`config.mk`:
```
export PLATFORM = sky130hd
export DESIGN_NAME = cbt_core
export DESIGN_NICKNAME = d
export VERILOG_FILES = /design/src/cbt_core.v
export VERILOG_INCLUDE_DIRS = /design/src /design/src/include
export SDC_FILE = /design/constraint.sdc
export NUM_CORES = 1
export LEC_CHECK = 0
export BUFFER_PORTS_ARGS = -buffer_cell sky130_fd_sc_hd__buf_4
export CELL_PAD_IN_SITES_DETAIL_PLACEMENT = 0
export CELL_PAD_IN_SITES_GLOBAL_PLACEMENT = 2
export CORE_MARGIN = 2
export CORE_UTILIZATION = 45
export CTS_BUF_LIST = sky130_fd_sc_hd__clkbuf_4
export DETAILED_ROUTE_END_ITERATION = 10
export GPL_TIMING_DRIVEN = 0
export PLACE_DENSITY = 0.79
export SKIP_LAST_GASP = 1
export SLEW_MARGIN = 20
export SYNTH_ARGS = -nofsm -noshare
export SYNTH_HDL_FRONTEND = slang
export SYNTH_SLANG_ARGS = --single-unit
```
`constraint.sdc`:
```
create_clock -name clk -period 3.6 [get_ports clk]
set_input_delay 0 -clock clk [delete_from_list [all_inputs] [get_ports clk]]
set_output_delay 0 -clock clk [all_outputs]
set_load 0.03 [all_outputs]
```
`src/include/cbt_defs.vh`:
```
// Purpose: constants for the CAN bit timing / message object block
// Assumes: APB byte addresses, 8-bit registers in low bits of a word
// Notes:   printed offsets are not multiples of four, so they are indices
`ifndef CBT_DEFS_VH
`define CBT_DEFS_VH
// register indices (byte address = index * 4)
`define CBT_IDX_PAGE      8'hb1
`define CBT_IDX_OBJECT_CONFIG     8'hb3
`define CBT_IDX_IDT_HI    8'hbc
`define CBT_IDX_IDT_LO    8'hbd
`define CBT_IDX_DATA      8'hb2
`define CBT_IDX_GCON      8'h80
`define CBT_IDX_BT1       8'h81
`define CBT_IDX_BT2       8'h82
`define CBT_IDX_BT3       8'h83
`define CBT_IDX_TIM_LO    8'h84
`define CBT_IDX_TIM_HI    8'h85
`define CBT_IDX_TTC_LO    8'h86
`define CBT_IDX_TTC_HI    8'h87
`define CBT_IDX_STMP_LO   8'h88
`define CBT_IDX_STMP_HI   8'h89
`define CBT_IDX_STAT      8'h8a
`define CBT_IDX_TEC       8'h8b
`define CBT_IDX_REC       8'h8c
`define CBT_IDX_OBJEN     8'h8d
`define CBT_IDX_OSTAT     8'h8e
// general control bits
`define CBT_GCON_ENA      1
`define CBT_GCON_TTC      5
`define CBT_GCON_SYNC     4
`define CBT_GCON_TIMER_OVERRUN_IRQ_ENABLE     7
// page fields
`define CBT_PG_SEL_HI     5
`define CBT_PG_SEL_LO     4
`define CBT_PG_HOLD       3
// object status bits
`define CBT_OST_TRANSMIT_OK_FLAG      6
`define CBT_OST_RECEIVE_OK_FLAG      5
`define CBT_OST_DLCW      7
// confinement thresholds
`define CBT_ERR_PASSIVE   9'h0080
`define CBT_ERR_BUSOFF    9'h0100
`define CBT_ST_ACTIVE     2'h0
`define CBT_ST_PASSIVE    2'h1
`define CBT_ST_BUSOFF     2'h2
// object configuration codes
`define CBT_CFG_OFF       2'h0
`define CBT_CFG_TX        2'h1
`define CBT_CFG_RX        2'h2
`define CBT_CFG_RXBUF     2'h3
`define CBT_DLC_MAX       4'h8
`define CBT_TIMER_MAX     16'hffff
`define CBT_TIMER_ZERO    16'h0000
`define CBT_SUSPEND_BITS  4'h8
`endif

```
`src/cbt_core.v`:
```
// Purpose: bit timing, fault confinement, timer and message object page
// Assumes: frame engine outside supplies frame events and error events
`timescale 1ns/1ns
`include "cbt_defs.vh"
module cbt_core (
  // clock and reset
  input  wire        clk,
  input  wire        rst_b,
  // apb slave
  input  wire        psel,
  input  wire        penable,
  input  wire        pwrite,
  input  wire [11:0] paddr,
  input  wire [31:0] pwdata,
  output reg  [31:0] prdata,
  output wire        pready,
  output wire        pslverr,
  // can bus pins
  input  wire        can_rx,
  output wire        can_tx,
  output wire        can_tx_oe,
  // frame engine events
  input  wire        frame_sof,
  input  wire        frame_eof,
  input  wire        rx_ok,
  input  wire        tx_ok,
  input  wire [1:0]  ev_obj,
  input  wire [3:0]  rx_dlc,
  input  wire        remote_rx,
  input  wire        tx_err,
  input  wire        rx_err,
  input  wire        tx_bit,
  input  wire        err_frame_req,
  // status to frame engine
  output reg         sample_point,
  output reg         sampled_bit,
  output wire        send_active_err,
  output wire        retransmit_ok,
  output wire        tx_allowed,
  output wire        reply_go,
  output reg         timer_overrun
);
  // registers
  reg  [7:0]  gcon;
  reg  [5:0]  quantum_prescaler;
  reg  [2:0]  propagation_segment_len;
  reg  [2:0]  phase_one_len;
  reg  [2:0]  phase_two_len;
  reg  [1:0]  jump_width;
  reg  [1:0]  object_select;
  reg         index_hold_n;
  reg  [2:0]  data_byte_index;
  reg  [7:0]  object_config   [0:3];
  reg  [7:0]  idt_hi  [0:3];
  reg  [7:0]  idt_lo  [0:3];
  reg  [7:0]  ostat   [0:3];
  reg  [15:0] stamp   [0:3];
  reg  [7:0]  data_mem [0:31];
  reg  [3:0]  object_enable_reg;
  reg  [8:0]  transmit_error_counter;
  reg  [8:0]  receive_error_counter;
  reg  [15:0] can_timer;
  reg  [15:0] trigger_capture;
  reg  [5:0]  tq_cnt;
  reg  [3:0]  seg_cnt;
  reg  [1:0]  seg;
  reg  [3:0]  seg_end;
  reg         rx_prev;
  reg  [3:0]  suspend_cnt;
  wire        wr_en;
  wire        rd_en;
  wire [7:0]  idx;
  wire        tq_tick;
  wire [1:0]  conf_state;
  wire [4:0]  data_addr;
  integer     i;

  localparam SEG_SYNC = 2'd0;
  localparam SEG_PROP = 2'd1;
  localparam SEG_PH1  = 2'd2;
  localparam SEG_PH2  = 2'd3;

  // a field plus one, used for the prop, phase and jump width lengths (sync is fixed at 1)
  function [3:0] cbt_len;
    input [2:0] f;
    begin
      cbt_len = {1'b0, f} + 4'h1;
    end
  endfunction

  // zero-wait apb: access phase completes in one cycle
  assign pready  = 1'b1;
  assign pslverr = 1'b0;
  assign wr_en   = psel & penable & pwrite;
  assign rd_en   = psel & ~penable & ~pwrite;
  assign idx     = paddr[9:2];
  assign data_addr = {object_select, data_byte_index};

  assign conf_state = (transmit_error_counter >= `CBT_ERR_BUSOFF) ? `CBT_ST_BUSOFF :
                      ((transmit_error_counter >= `CBT_ERR_PASSIVE) ||
                       (receive_error_counter >= `CBT_ERR_PASSIVE)) ? `CBT_ST_PASSIVE :
                      `CBT_ST_ACTIVE;
  // active error frames only when active
  assign send_active_err = err_frame_req & (conf_state == `CBT_ST_ACTIVE);
  assign can_tx_oe = gcon[`CBT_GCON_ENA] & (conf_state != `CBT_ST_BUSOFF) & ~tx_bit;
  assign can_tx    = 1'b0;
  assign tx_allowed = (conf_state != `CBT_ST_BUSOFF) && (suspend_cnt == 4'h0);
  assign retransmit_ok = ~gcon[`CBT_GCON_TTC];
  assign reply_go = remote_rx & object_config[ev_obj][5] & object_enable_reg[ev_obj];

  assign tq_tick = (tq_cnt == quantum_prescaler);

  // bit timing: segments, sample point and resync
  always @(posedge clk or negedge rst_b) begin
    if (!rst_b) begin
      tq_cnt       <= 6'h00;
      seg_cnt      <= 4'h0;
      seg          <= SEG_SYNC;
      seg_end      <= 4'h1;
      rx_prev      <= 1'b1;
      sample_point <= 1'b0;
      sampled_bit  <= 1'b1;
    end else begin
      sample_point <= 1'b0;
      rx_prev      <= can_rx;
      if (!gcon[`CBT_GCON_ENA]) begin
        tq_cnt  <= 6'h00;
        seg_cnt <= 4'h0;
        seg     <= SEG_SYNC;
        seg_end <= 4'h1;
      end else if (rx_prev & ~can_rx & (seg == SEG_PH2)) begin
        if ({2'b00, cbt_len({1'b0, jump_width})} >= seg_end - seg_cnt) begin
          tq_cnt <= 6'h00; seg <= SEG_PROP; seg_cnt <= 4'h0;
          seg_end <= cbt_len(propagation_segment_len);
        end else
          seg_end <= seg_end - cbt_len({1'b0, jump_width});
      end else if (rx_prev & ~can_rx & (seg == SEG_PH1)) begin
        seg_end <= seg_end + cbt_len({1'b0, jump_width});
        tq_cnt  <= 6'h00;
      end else if (tq_tick) begin
        tq_cnt <= 6'h00;
        if (seg_cnt + 4'h1 >= seg_end) begin
          seg_cnt <= 4'h0;
          case (seg)
            SEG_SYNC: begin seg <= SEG_PROP; seg_end <= cbt_len(propagation_segment_len); end
            SEG_PROP: begin seg <= SEG_PH1; seg_end <= cbt_len(phase_one_len); end
            SEG_PH1: begin
              seg <= SEG_PH2;
              seg_end <= cbt_len(phase_two_len);
              sample_point <= 1'b1;
              sampled_bit  <= can_rx;
            end
            SEG_PH2: begin seg <= SEG_SYNC; seg_end <= 4'h1; end
            default: begin seg <= SEG_SYNC; seg_end <= 4'h1; end
          endcase
        end else
          seg_cnt <= seg_cnt + 4'h1;
      end else
        tq_cnt <= tq_cnt + 6'h01;
    end
  end

  always @(posedge clk or negedge rst_b) begin
    if (!rst_b) begin
      can_timer       <= `CBT_TIMER_ZERO;
      trigger_capture <= `CBT_TIMER_ZERO;
      timer_overrun   <= 1'b0;
    end else begin
      timer_overrun <= 1'b0;
      if (gcon[`CBT_GCON_ENA] & tq_tick) begin
        can_timer <= can_timer + 16'h0001;
        if (can_timer == `CBT_TIMER_MAX)
          timer_overrun <= gcon[`CBT_GCON_TIMER_OVERRUN_IRQ_ENABLE];
      end
      if (gcon[`CBT_GCON_TTC] &&
          (gcon[`CBT_GCON_SYNC] ? frame_eof : frame_sof))
        trigger_capture <= can_timer;
    end
  end

  always @(posedge clk or negedge rst_b) begin
    if (!rst_b) begin
      transmit_error_counter <= 9'h000;
      receive_error_counter  <= 9'h000;
      suspend_cnt            <= 4'h0;
    end else begin
      if (tx_err && transmit_error_counter < `CBT_ERR_BUSOFF)
        transmit_error_counter <= transmit_error_counter + 9'h008;
      else if (tx_ok && transmit_error_counter != 9'h000)
        transmit_error_counter <= transmit_error_counter - 9'h001;
      if (rx_err && receive_error_counter < `CBT_ERR_BUSOFF)
        receive_error_counter <= receive_error_counter + 9'h001;
      else if (rx_ok && receive_error_counter != 9'h000)
        receive_error_counter <= receive_error_counter - 9'h001;
      if (tx_ok && conf_state == `CBT_ST_PASSIVE)
        suspend_cnt <= `CBT_SUSPEND_BITS;
      else if (sample_point && suspend_cnt != 4'h0)
        suspend_cnt <= suspend_cnt - 4'h1;
    end
  end

  // register writes and object updates; hardware events win over writes
  always @(posedge clk or negedge rst_b) begin
    if (!rst_b) begin
      gcon <= 8'h00;
      quantum_prescaler <= 6'h00;
      propagation_segment_len <= 3'h0;
      phase_one_len <= 3'h0;
      phase_two_len <= 3'h0;
      jump_width <= 2'h0;
      object_select <= 2'h0;
      index_hold_n <= 1'b0;
      data_byte_index <= 3'h0;
      object_enable_reg <= 4'h0;
      for (i = 0; i < 4; i = i + 1) begin
        object_config[i] <= 8'h00; idt_hi[i] <= 8'h00; idt_lo[i] <= 8'h00;
        ostat[i] <= 8'h00; stamp[i] <= 16'h0000;
      end
      for (i = 0; i < 32; i = i + 1)
        data_mem[i] <= 8'h00;
    end else begin
      if (wr_en) begin
        case (idx)
          `CBT_IDX_GCON: gcon <= pwdata[7:0];
          `CBT_IDX_BT1: quantum_prescaler <= pwdata[5:0];
          `CBT_IDX_BT2: begin propagation_segment_len <= pwdata[2:0];
                              jump_width <= pwdata[5:4]; end
          `CBT_IDX_BT3: begin phase_one_len <= pwdata[2:0];
                              phase_two_len <= pwdata[6:4]; end
          `CBT_IDX_PAGE: begin
            object_select   <= pwdata[`CBT_PG_SEL_HI:`CBT_PG_SEL_LO];
            index_hold_n    <= pwdata[`CBT_PG_HOLD];
            data_byte_index <= pwdata[2:0];
          end
          `CBT_IDX_OBJECT_CONFIG: begin
            object_config[object_select] <= pwdata[7:0];
            object_enable_reg[object_select] <= (pwdata[7:6] != `CBT_CFG_OFF);
          end
          `CBT_IDX_IDT_HI: idt_hi[object_select] <= pwdata[7:0];
          `CBT_IDX_IDT_LO: idt_lo[object_select] <= {pwdata[7:5], 5'h00};
          `CBT_IDX_DATA: data_mem[data_addr] <= pwdata[7:0];
          `CBT_IDX_OSTAT: ostat[object_select] <= ostat[object_select] & pwdata[7:0];
          default: ;
        endcase
      end
      if ((wr_en | (psel & penable & ~pwrite)) && idx == `CBT_IDX_DATA && !index_hold_n)
        data_byte_index <= data_byte_index + 3'h1;
      if (rx_ok) begin
        stamp[ev_obj] <= can_timer;
        ostat[ev_obj][`CBT_OST_RECEIVE_OK_FLAG] <= 1'b1;
        object_config[ev_obj][3:0] <= (rx_dlc > `CBT_DLC_MAX) ? `CBT_DLC_MAX : rx_dlc;
        if (rx_dlc != object_config[ev_obj][3:0])
          ostat[ev_obj][`CBT_OST_DLCW] <= 1'b1;
      end
      if (tx_ok) begin
        stamp[ev_obj] <= can_timer;
        ostat[ev_obj][`CBT_OST_TRANSMIT_OK_FLAG] <= 1'b1;
        object_enable_reg[ev_obj] <= 1'b0;
      end
    end
  end

  // read mux, registered in the setup cycle
  always @(posedge clk or negedge rst_b) begin
    if (!rst_b)
      prdata <= 32'h0000_0000;
    else if (rd_en) begin
      case (idx)
        `CBT_IDX_GCON:    prdata <= {24'h00_0000, gcon};
        `CBT_IDX_BT1:     prdata <= {26'h000_0000, quantum_prescaler};
        `CBT_IDX_BT2:     prdata <= {26'h000_0000, jump_width, 1'b0, propagation_segment_len};
        `CBT_IDX_BT3:     prdata <= {25'h000_0000, phase_two_len, 1'b0, phase_one_len};
        `CBT_IDX_PAGE:    prdata <= {26'h000_0000, object_select, index_hold_n,
                                     data_byte_index};
        `CBT_IDX_OBJECT_CONFIG:   prdata <= {24'h00_0000, object_config[object_select]};
        `CBT_IDX_IDT_HI:  prdata <= {24'h00_0000, idt_hi[object_select]};
        `CBT_IDX_IDT_LO:  prdata <= {24'h00_0000, idt_lo[object_select]};
        `CBT_IDX_DATA:    prdata <= {24'h00_0000, data_mem[data_addr]};
        `CBT_IDX_TIM_LO:  prdata <= {24'h00_0000, can_timer[7:0]};
        `CBT_IDX_TIM_HI:  prdata <= {24'h00_0000, can_timer[15:8]};
        `CBT_IDX_TTC_LO:  prdata <= {24'h00_0000, trigger_capture[7:0]};
        `CBT_IDX_TTC_HI:  prdata <= {24'h00_0000, trigger_capture[15:8]};
        `CBT_IDX_STMP_LO: prdata <= {24'h00_0000, stamp[object_select][7:0]};
        `CBT_IDX_STMP_HI: prdata <= {24'h00_0000, stamp[object_select][15:8]};
        `CBT_IDX_STAT:    prdata <= {30'h0000_0000, conf_state};
        `CBT_IDX_TEC:     prdata <= {23'h00_0000, transmit_error_counter};
        `CBT_IDX_REC:     prdata <= {23'h00_0000, receive_error_counter};
        `CBT_IDX_OBJEN:   prdata <= {28'h000_0000, object_enable_reg};
        `CBT_IDX_OSTAT:   prdata <= {24'h00_0000, ostat[object_select]};
        default:          prdata <= 32'h0000_0000;
      endcase
    end
  end
endmodule // cbt_core

```
## Yosys cells after proc, flatten, opt, wreduce, memory -nomap -nowiden

Cells that the tools add are included.

- Register bits after elaboration: 589
- Bits in latches: 0
- RAM bits: 0
- Memory bits (read-only): 0
- Output and inout bits: 43
- Word-level logic and storage cells: 327
- Memories: 0

- Add/subtract/negate cells: 16
- Multipliers: 0
- Div/mod/pow operators: 0
- $lt $le $gt $ge: 18
- Eq/ne operators: 34
- Shift-type cells: 0
- Mux-type cells: 110
- Bitwise gates (word level): 31
- Reduce and logical (&&, ||, !) cells: 42

Operator list:

| cell | number |
|---|---|
| $bwmux 256 | 1 |
| $mux 32 | 8 |
| $pmux 9 s20 | 1 |
| $bwmux 32 | 5 |
| $eq 8x8->1 const B | 20 |
| $bwmux 64 | 2 |
| $mux 64 | 2 |
| $mux 8 | 13 |
| $or 32x32->32 | 3 |
| $bmux 8 s2 | 5 |
| $demux 8 s2 | 5 |
| $mux 4 | 19 |
| $mux 16 | 3 |
| $mux 6 | 8 |
| $bmux 8 s5 | 1 |
| $demux 8 s5 | 1 |
| $mux 9 | 4 |
| $bmux 16 s2 | 1 |
| $demux 16 s2 | 1 |
| $reduce_and 2->1 | 10 |
| $ge 9x8->1 const B | 2 |
| $lt 9x9->1 const B | 2 |
| $reduce_bool 9->1 | 2 |
| $sub 9x1->9 const B | 2 |
| other kinds (59) | 130 |

## Longest topological paths before layout

- Word-level depth: 14
- Depth in mapped cells: 13

## Least setup slack after synthesis

No wires, ideal clock.

- Path type: register -> register
- Start: register seg_end[0]
- End: register seg[0]
- Library setup time: 0.125 ns
- Arrival time: 2.575 ns
- Path slack: 0.901 ns
- Stages on the path, launching flop included: 13
- Cell sequence: dfstp_2 -> inv_1 -> ha_1 -> inv_1 -> fa_1 -> xnor2_1 -> ha_1 -> a21o_1 -> a31oi_1 -> o21ai_0 -> nand3_1 -> nor3_1 -> mux2_2

- Longest elaborated chain between the ends: 4
- Elaborated cells on any way between the ends: 6
- Those cells by class: add/sub (1); order compare (2); eq/ne (2); reduce/logical (1)

Ends and longest elaborated chain:

| element | RTL line | source |
|---|---|---|
| from (decl) | cbt_core.v:67 | `reg [3:0] seg_end;` |
| from (signal assigned) | cbt_core.v:134 | `seg_end <= cbt_len(propagation_segment_len);` |
| from (signal assigned) | cbt_core.v:136 | `seg_end <= seg_end - cbt_len({1'b0, jump_width});` |
| from (signal assigned) | cbt_core.v:138 | `seg_end <= seg_end + cbt_len({1'b0, jump_width});` |
| $sub 4x4->5 | cbt_core.v:132 | `if ({2'b00, cbt_len({1'b0, jump_width})} >= seg_end - seg_cnt) begin` |
| $ge 4x6->1 | cbt_core.v:132 |  |
| $ne 3x2->1 (no line) | n/a |  |
| $reduce_and 4->1 (no line) * | n/a |  |
| to (signal assigned) | cbt_core.v:129 | `seg <= SEG_SYNC;` |
| to (signal assigned) | cbt_core.v:133 | `tq_cnt <= 6'h00; seg <= SEG_PROP; seg_cnt <= 4'h0;` |
| to (signal assigned) | cbt_core.v:145 | `SEG_SYNC: begin seg <= SEG_PROP; seg_end <= cbt_len(propagation_segment_len); end` |
| to (decl) | cbt_core.v:66 | `reg [1:0] seg;` |

Mark *: on every way between the ends. The rest lies on a longest branch, timed or not.
A chain may end at the register's enable or synchronous reset.

## Worst setup path after layout

- Start: register data_byte_index[1]
- End: register prdata[3]

- Longest elaborated chain between the ends: 5

Ends and longest elaborated chain:

| element | RTL line | source |
|---|---|---|
| from (decl) | cbt_core.v:52 | `reg [2:0] data_byte_index;` |
| from (signal assigned) | cbt_core.v:233 | `data_byte_index <= pwdata[2:0];` |
| from (signal assigned) | cbt_core.v:247 | `data_byte_index <= data_byte_index + 3'h1;` |
| $not 5->6 (not written as such) | cbt_core.v:278 | `` `CBT_IDX_DATA: prdata <= {24'h00_0000, data_mem[data_addr]}; `` |
| $bmux 8 s5 | cbt_core.v:278 |  |
| $mux 8 (not written as such) (2 in a row) | cbt_core.v:278 |  |
| $pmux 9 s20 | cbt_core.v:268 | `case (idx)` |
| to (signal assigned) | cbt_core.v:269 | `` `CBT_IDX_GCON: prdata <= {24'h00_0000, gcon}; `` |
| to (signal assigned) | cbt_core.v:278 |  |
| to (signal assigned) | cbt_core.v:279 | `` `CBT_IDX_TIM_LO: prdata <= {24'h00_0000, can_timer[7:0]}; `` |
| to (decl) | cbt_core.v:15 | `output reg [31:0] prdata,` |

Every way passes these cells. The select of a mux whose other input is x is not followed.

==> results.toml <==
[run_status]
status = "finished, violations left"
violations = "setup timing"

[grt]
vias_in_the_first_global_route = 20852
antenna_found_initial = 3
first_pass_grt_wire_length_mm = 139
grt_overflow = 0
grt_use_total_pct = 30.0
maximum_number_of_pins_on_one_net_before_global_route_repair = 103

[critical_path]
setup.worst_path.end_class = "flip-flop"
critical_path_buf_inv_count = 3
timing.critical_path.cells = "buf_2 > buf_2 > clkbuf_4 > mux2i_1 > o22ai_1 > nor4_4 > a21oi_1 > a21oi_1 > a22oi_1"
critical_path_rt_ns = 4.38
path_class = "flip-flop to flip-flop"
critPathTopFamily = "buffers and inverters"
critical_path_arrival_ns = 4.46
critical_path.startpoint_type = "flip-flop"
worst_path_largest_cell_delay_ns = 0.54
timing.critical_path.slowest_stage_cell = "sky130_fd_sc_hd__mux2i_1"
critPathMaxFanout = 10

[cts]
number_of_sinks_driven_by_the_clock_tree = 546
cts.reportedPaths.clkPinSlew_ns = 0.07
htreeDepth = 4
cts_tree = "built"
insertion_delay_ns = 1.03
clockRootBuffer = "sky130_fd_sc_hd__clkbuf_4"
cts_inserted_buffers = 155
cts-root-to-sink-buffers = 3

[synth]
avgSynthCellArea_um2 = 12.3
yosys.area_share.xor_xnor_pct = 1.65
adder_and_majority_cell_fraction_of_the_synthesized_area_pct = 2.24
synthFlopType = "sky130_fd_sc_hd__dfrtp_1"
main_combinational_cell_family_by_area_after_synthesis = "multiplexers"
synth.area.mux_share_pct = 27.8
post_synth_and_or_nand_nor_area_fraction_pct = 8.44
synth.lib_cells_used.distinct = 79
synthesis.yosys.warnings = 0
syn_area_mm2 = 0.0276
synth_edf_count = 0
synthesized_area_fraction_occupied_by_ao_oa_aoi_and_oai_cells_pct = 6.71
synth.ff_latch_count = 546
synth_seq_area_share_pct = 49.6
postSynthCellCount = 2242
synth-async-reset-ratio_pct = 100

[final_layout]
num-nets-final = 2660
final_util_pct = 52.9
ratio_of_cells_with_drive_above_1_in_the_final_layout_pct = 33.4
largest_register_ff_count = 256
post-route-cell-area_mm2 = 0.0320
nFillCells = 5243
layout_top_registers = "data_mem (256), stamp (64)"
ff_latch_area_mm2 = 0.0137
syn_to_final_growth_pct = 15.9
regMostFlops = "data_mem"
multiInputGateArea_mm2 = 0.0131

[pwr]
clock_power_share_pct = 41.7
static-leakage-power_nw = 14.9
share_seq_of_total_power_pct = 46.6
power.ir.vdd_worst_mv = 0.271
internal_power_mw = 10.1
switching_power_mw = 4.00
p_sw_share_pct = 28.4
power.density_mw_per_mm2 = 441
combinationalPowerShare_pct = 11.8

[placement]
hpwl_mm = 66.9
place.port_buffers = 43
worst_case_setup_slack_after_placement_ns = -0.596
gp_routability_congestion = 0.944
placement.cell_area_mm2 = 0.0291

[sta]
setup_viol_count_final = 2
final-max-slew-violation-count = 0
clock.fmax_mhz = 272
hold_viol = 0
timing.final.crit_share_pct = 102
rsz0062_at_grt = "true"
final.setup_skew_ns = 0.0928
timing.hold.ws_ns = 0.120
max_slew.worst_pin.slew_ns = 1.07
timing.final.crit_period_ns = 3.68
maxSlewHeadroom_pct = 28.6
fin_worst_setup_slack_ns = -0.0815

[floorplan]
die_area_mm2 = 0.0633
i_o_pin_count = 108
core_mm2 = 0.0605
fp.dieW_um = 252
initial_core_util_pct = 45.6
die_y_um = 252
row_count = 90

[route]
dr.first_iter.drc_count = 1607
post_drt_wl_per_cell_um = 27.2
drc_errors = 0
detailed_routing_iterations_pass_1 = 6
routed_wirelength_mm = 93.7
detail-route-antenna-nets = 0
num_vias = 20561
drt-vias-per-instance = 5.97

[hold_path]
worstHoldPathType = "input pin to flip-flop"

[job]
maxCapViolations = 0
==> power by group through the flow <==
stage / combinational, mW / sequential [mW] / clock [mW]
after CTS: 1.66 / 6.56 / 6.01
after global placement: 1.53 / 6.67 / 0
after global routing: 1.83 / 6.58 / 6.39
after floorplan: 1.03 / 6.55 / 0
after detailed placement: 1.58 / 6.68 / 0
final: 1.66 / 6.56 / 5.87
==> worst reg2reg max path, stage by stage, from the launching register on <==
cell	delay (ns)
sky130_fd_sc_hd__dfrtp_1	0.37
sky130_fd_sc_hd__buf_2	0.34
sky130_fd_sc_hd__buf_2	0.48
sky130_fd_sc_hd__clkbuf_4	0.47
sky130_fd_sc_hd__mux2i_1	0.54
sky130_fd_sc_hd__o22ai_1	0.25
sky130_fd_sc_hd__nor4_4	0.38
sky130_fd_sc_hd__a21oi_1	0.28
sky130_fd_sc_hd__a21oi_1	0.21
sky130_fd_sc_hd__a22oi_1	0.16
==> routing by layer <==
metal  vias to the layer above  wire (µm)  global-route usage, %
li1                       8889          -                      -
met1                     10721      41200                   41.4
met2                       769      43900                   47.4
met3                       180       5710                   5.42
met4                         2       2940                   11.5
met5                         -         13                      0
==> final cells by class <==
class | count | area share (%)
Sequential cell | 546 | 42.8
Timing Repair Buffer | 125 | 3.89
Inverter | 39 | 0.458
Multi-Input combinational cell | 1504 | 40.9
Buffer | 177 | 2.68
Clock buffer | 224 | 5.26
Antenna cell | 3 | 0.0235
Clock inverter | 44 | 0.959
Tap cell | 782 | 3.06
==> cell usage in the layout (no fill, tap or decap), drive strengths merged, types with 54 or more instances in the layout <==
cell and count:
buf 139, clkbuf 315, dfrtp 543, dlygate4sd3 72, mux2 435, mux2i 145
mux4 58, nand2 162, nand3 58, nor2 90, o21ai 56, o22ai 54
==> synthesized netlist by cell type, types with 12 or more instances <==
library cell | number | area, µm²
sky130_fd_sc_hd__a21oi_1 | 48 | 240
sky130_fd_sc_hd__a22oi_1 | 12 | 90.1
sky130_fd_sc_hd__a31oi_1 | 13 | 81.3
sky130_fd_sc_hd__and3_1 | 15 | 93.8
sky130_fd_sc_hd__buf_1 | 14 | 52.6
sky130_fd_sc_hd__buf_2 | 41 | 205
sky130_fd_sc_hd__buf_4 | 30 | 225
sky130_fd_sc_hd__clkbuf_1 | 89 | 334
sky130_fd_sc_hd__dfrtp_1 | 543 | 13600
sky130_fd_sc_hd__ha_1 | 43 | 538
sky130_fd_sc_hd__inv_1 | 39 | 146
sky130_fd_sc_hd__mux2_2 | 435 | 4900
sky130_fd_sc_hd__mux2i_1 | 145 | 1450
sky130_fd_sc_hd__mux4_2 | 58 | 1310
sky130_fd_sc_hd__nand2_1 | 156 | 586
sky130_fd_sc_hd__nand3_1 | 56 | 280
sky130_fd_sc_hd__nand4_1 | 14 | 87.6
sky130_fd_sc_hd__nor2_1 | 89 | 334
sky130_fd_sc_hd__nor2b_1 | 15 | 93.8
sky130_fd_sc_hd__nor3_1 | 30 | 150
sky130_fd_sc_hd__o21ai_0 | 54 | 270
sky130_fd_sc_hd__o22ai_1 | 54 | 338
sky130_fd_sc_hd__xnor2_1 | 35 | 307
sky130_fd_sc_hd__xor2_1 | 17 | 149
==> through the flow <==
step,setup TNS (ns),cells,total power [mW]
floorplan,0,2266,7.58
global placement,-1727.71,3091,8.20
CTS,-0.229,3438,14.2
finish,-0.0907,3444,14.1
detailed placement,-1.40,3097,8.25
global route,-0.559,3442,14.8
==> logic make-up after synthesis <==
family	count (synthesis)
buffers and inverters	216
xor gates and xnor gates	52
adders and majority gates	47
muxes	638
DFF	546
AOI/OAI and AO/OA	280
other	2
and+or+nand+nor	461
==> path summary, 6_finish.rpt <==
| path | cells after the start | from | end | slack, ns |
|---|---|---|---|---|
| max | 9 | data_byte_index[1] | prdata[3] | -0.08 |
| min in group asynchronous | 4 | rst_b | trigger_capture[11] | 0.17 |
| max reg2reg | 9 | data_byte_index[1] | prdata[3] | -0.08 |
| min reg2reg | 2 | ostat[2] | ostat[2] | 0.48 |
| min | 4 | ev_obj[0] | object_enable_reg[2] | 0.12 |
| max in group asynchronous | 6 | rst_b | data_mem[219] | 2.08 |
==> repair_timing <==
action | CTS | global route
pin swaps | 0 | 1
hold buffers | 73 | 0
endpoints found under the hold margin | 568 | 0
resized for setup | 5 | 5
setup endpoints to repair | 4 | 26
buffers inserted | 0 | 3
Note: power is estimated with default switching activity, not from simulation.
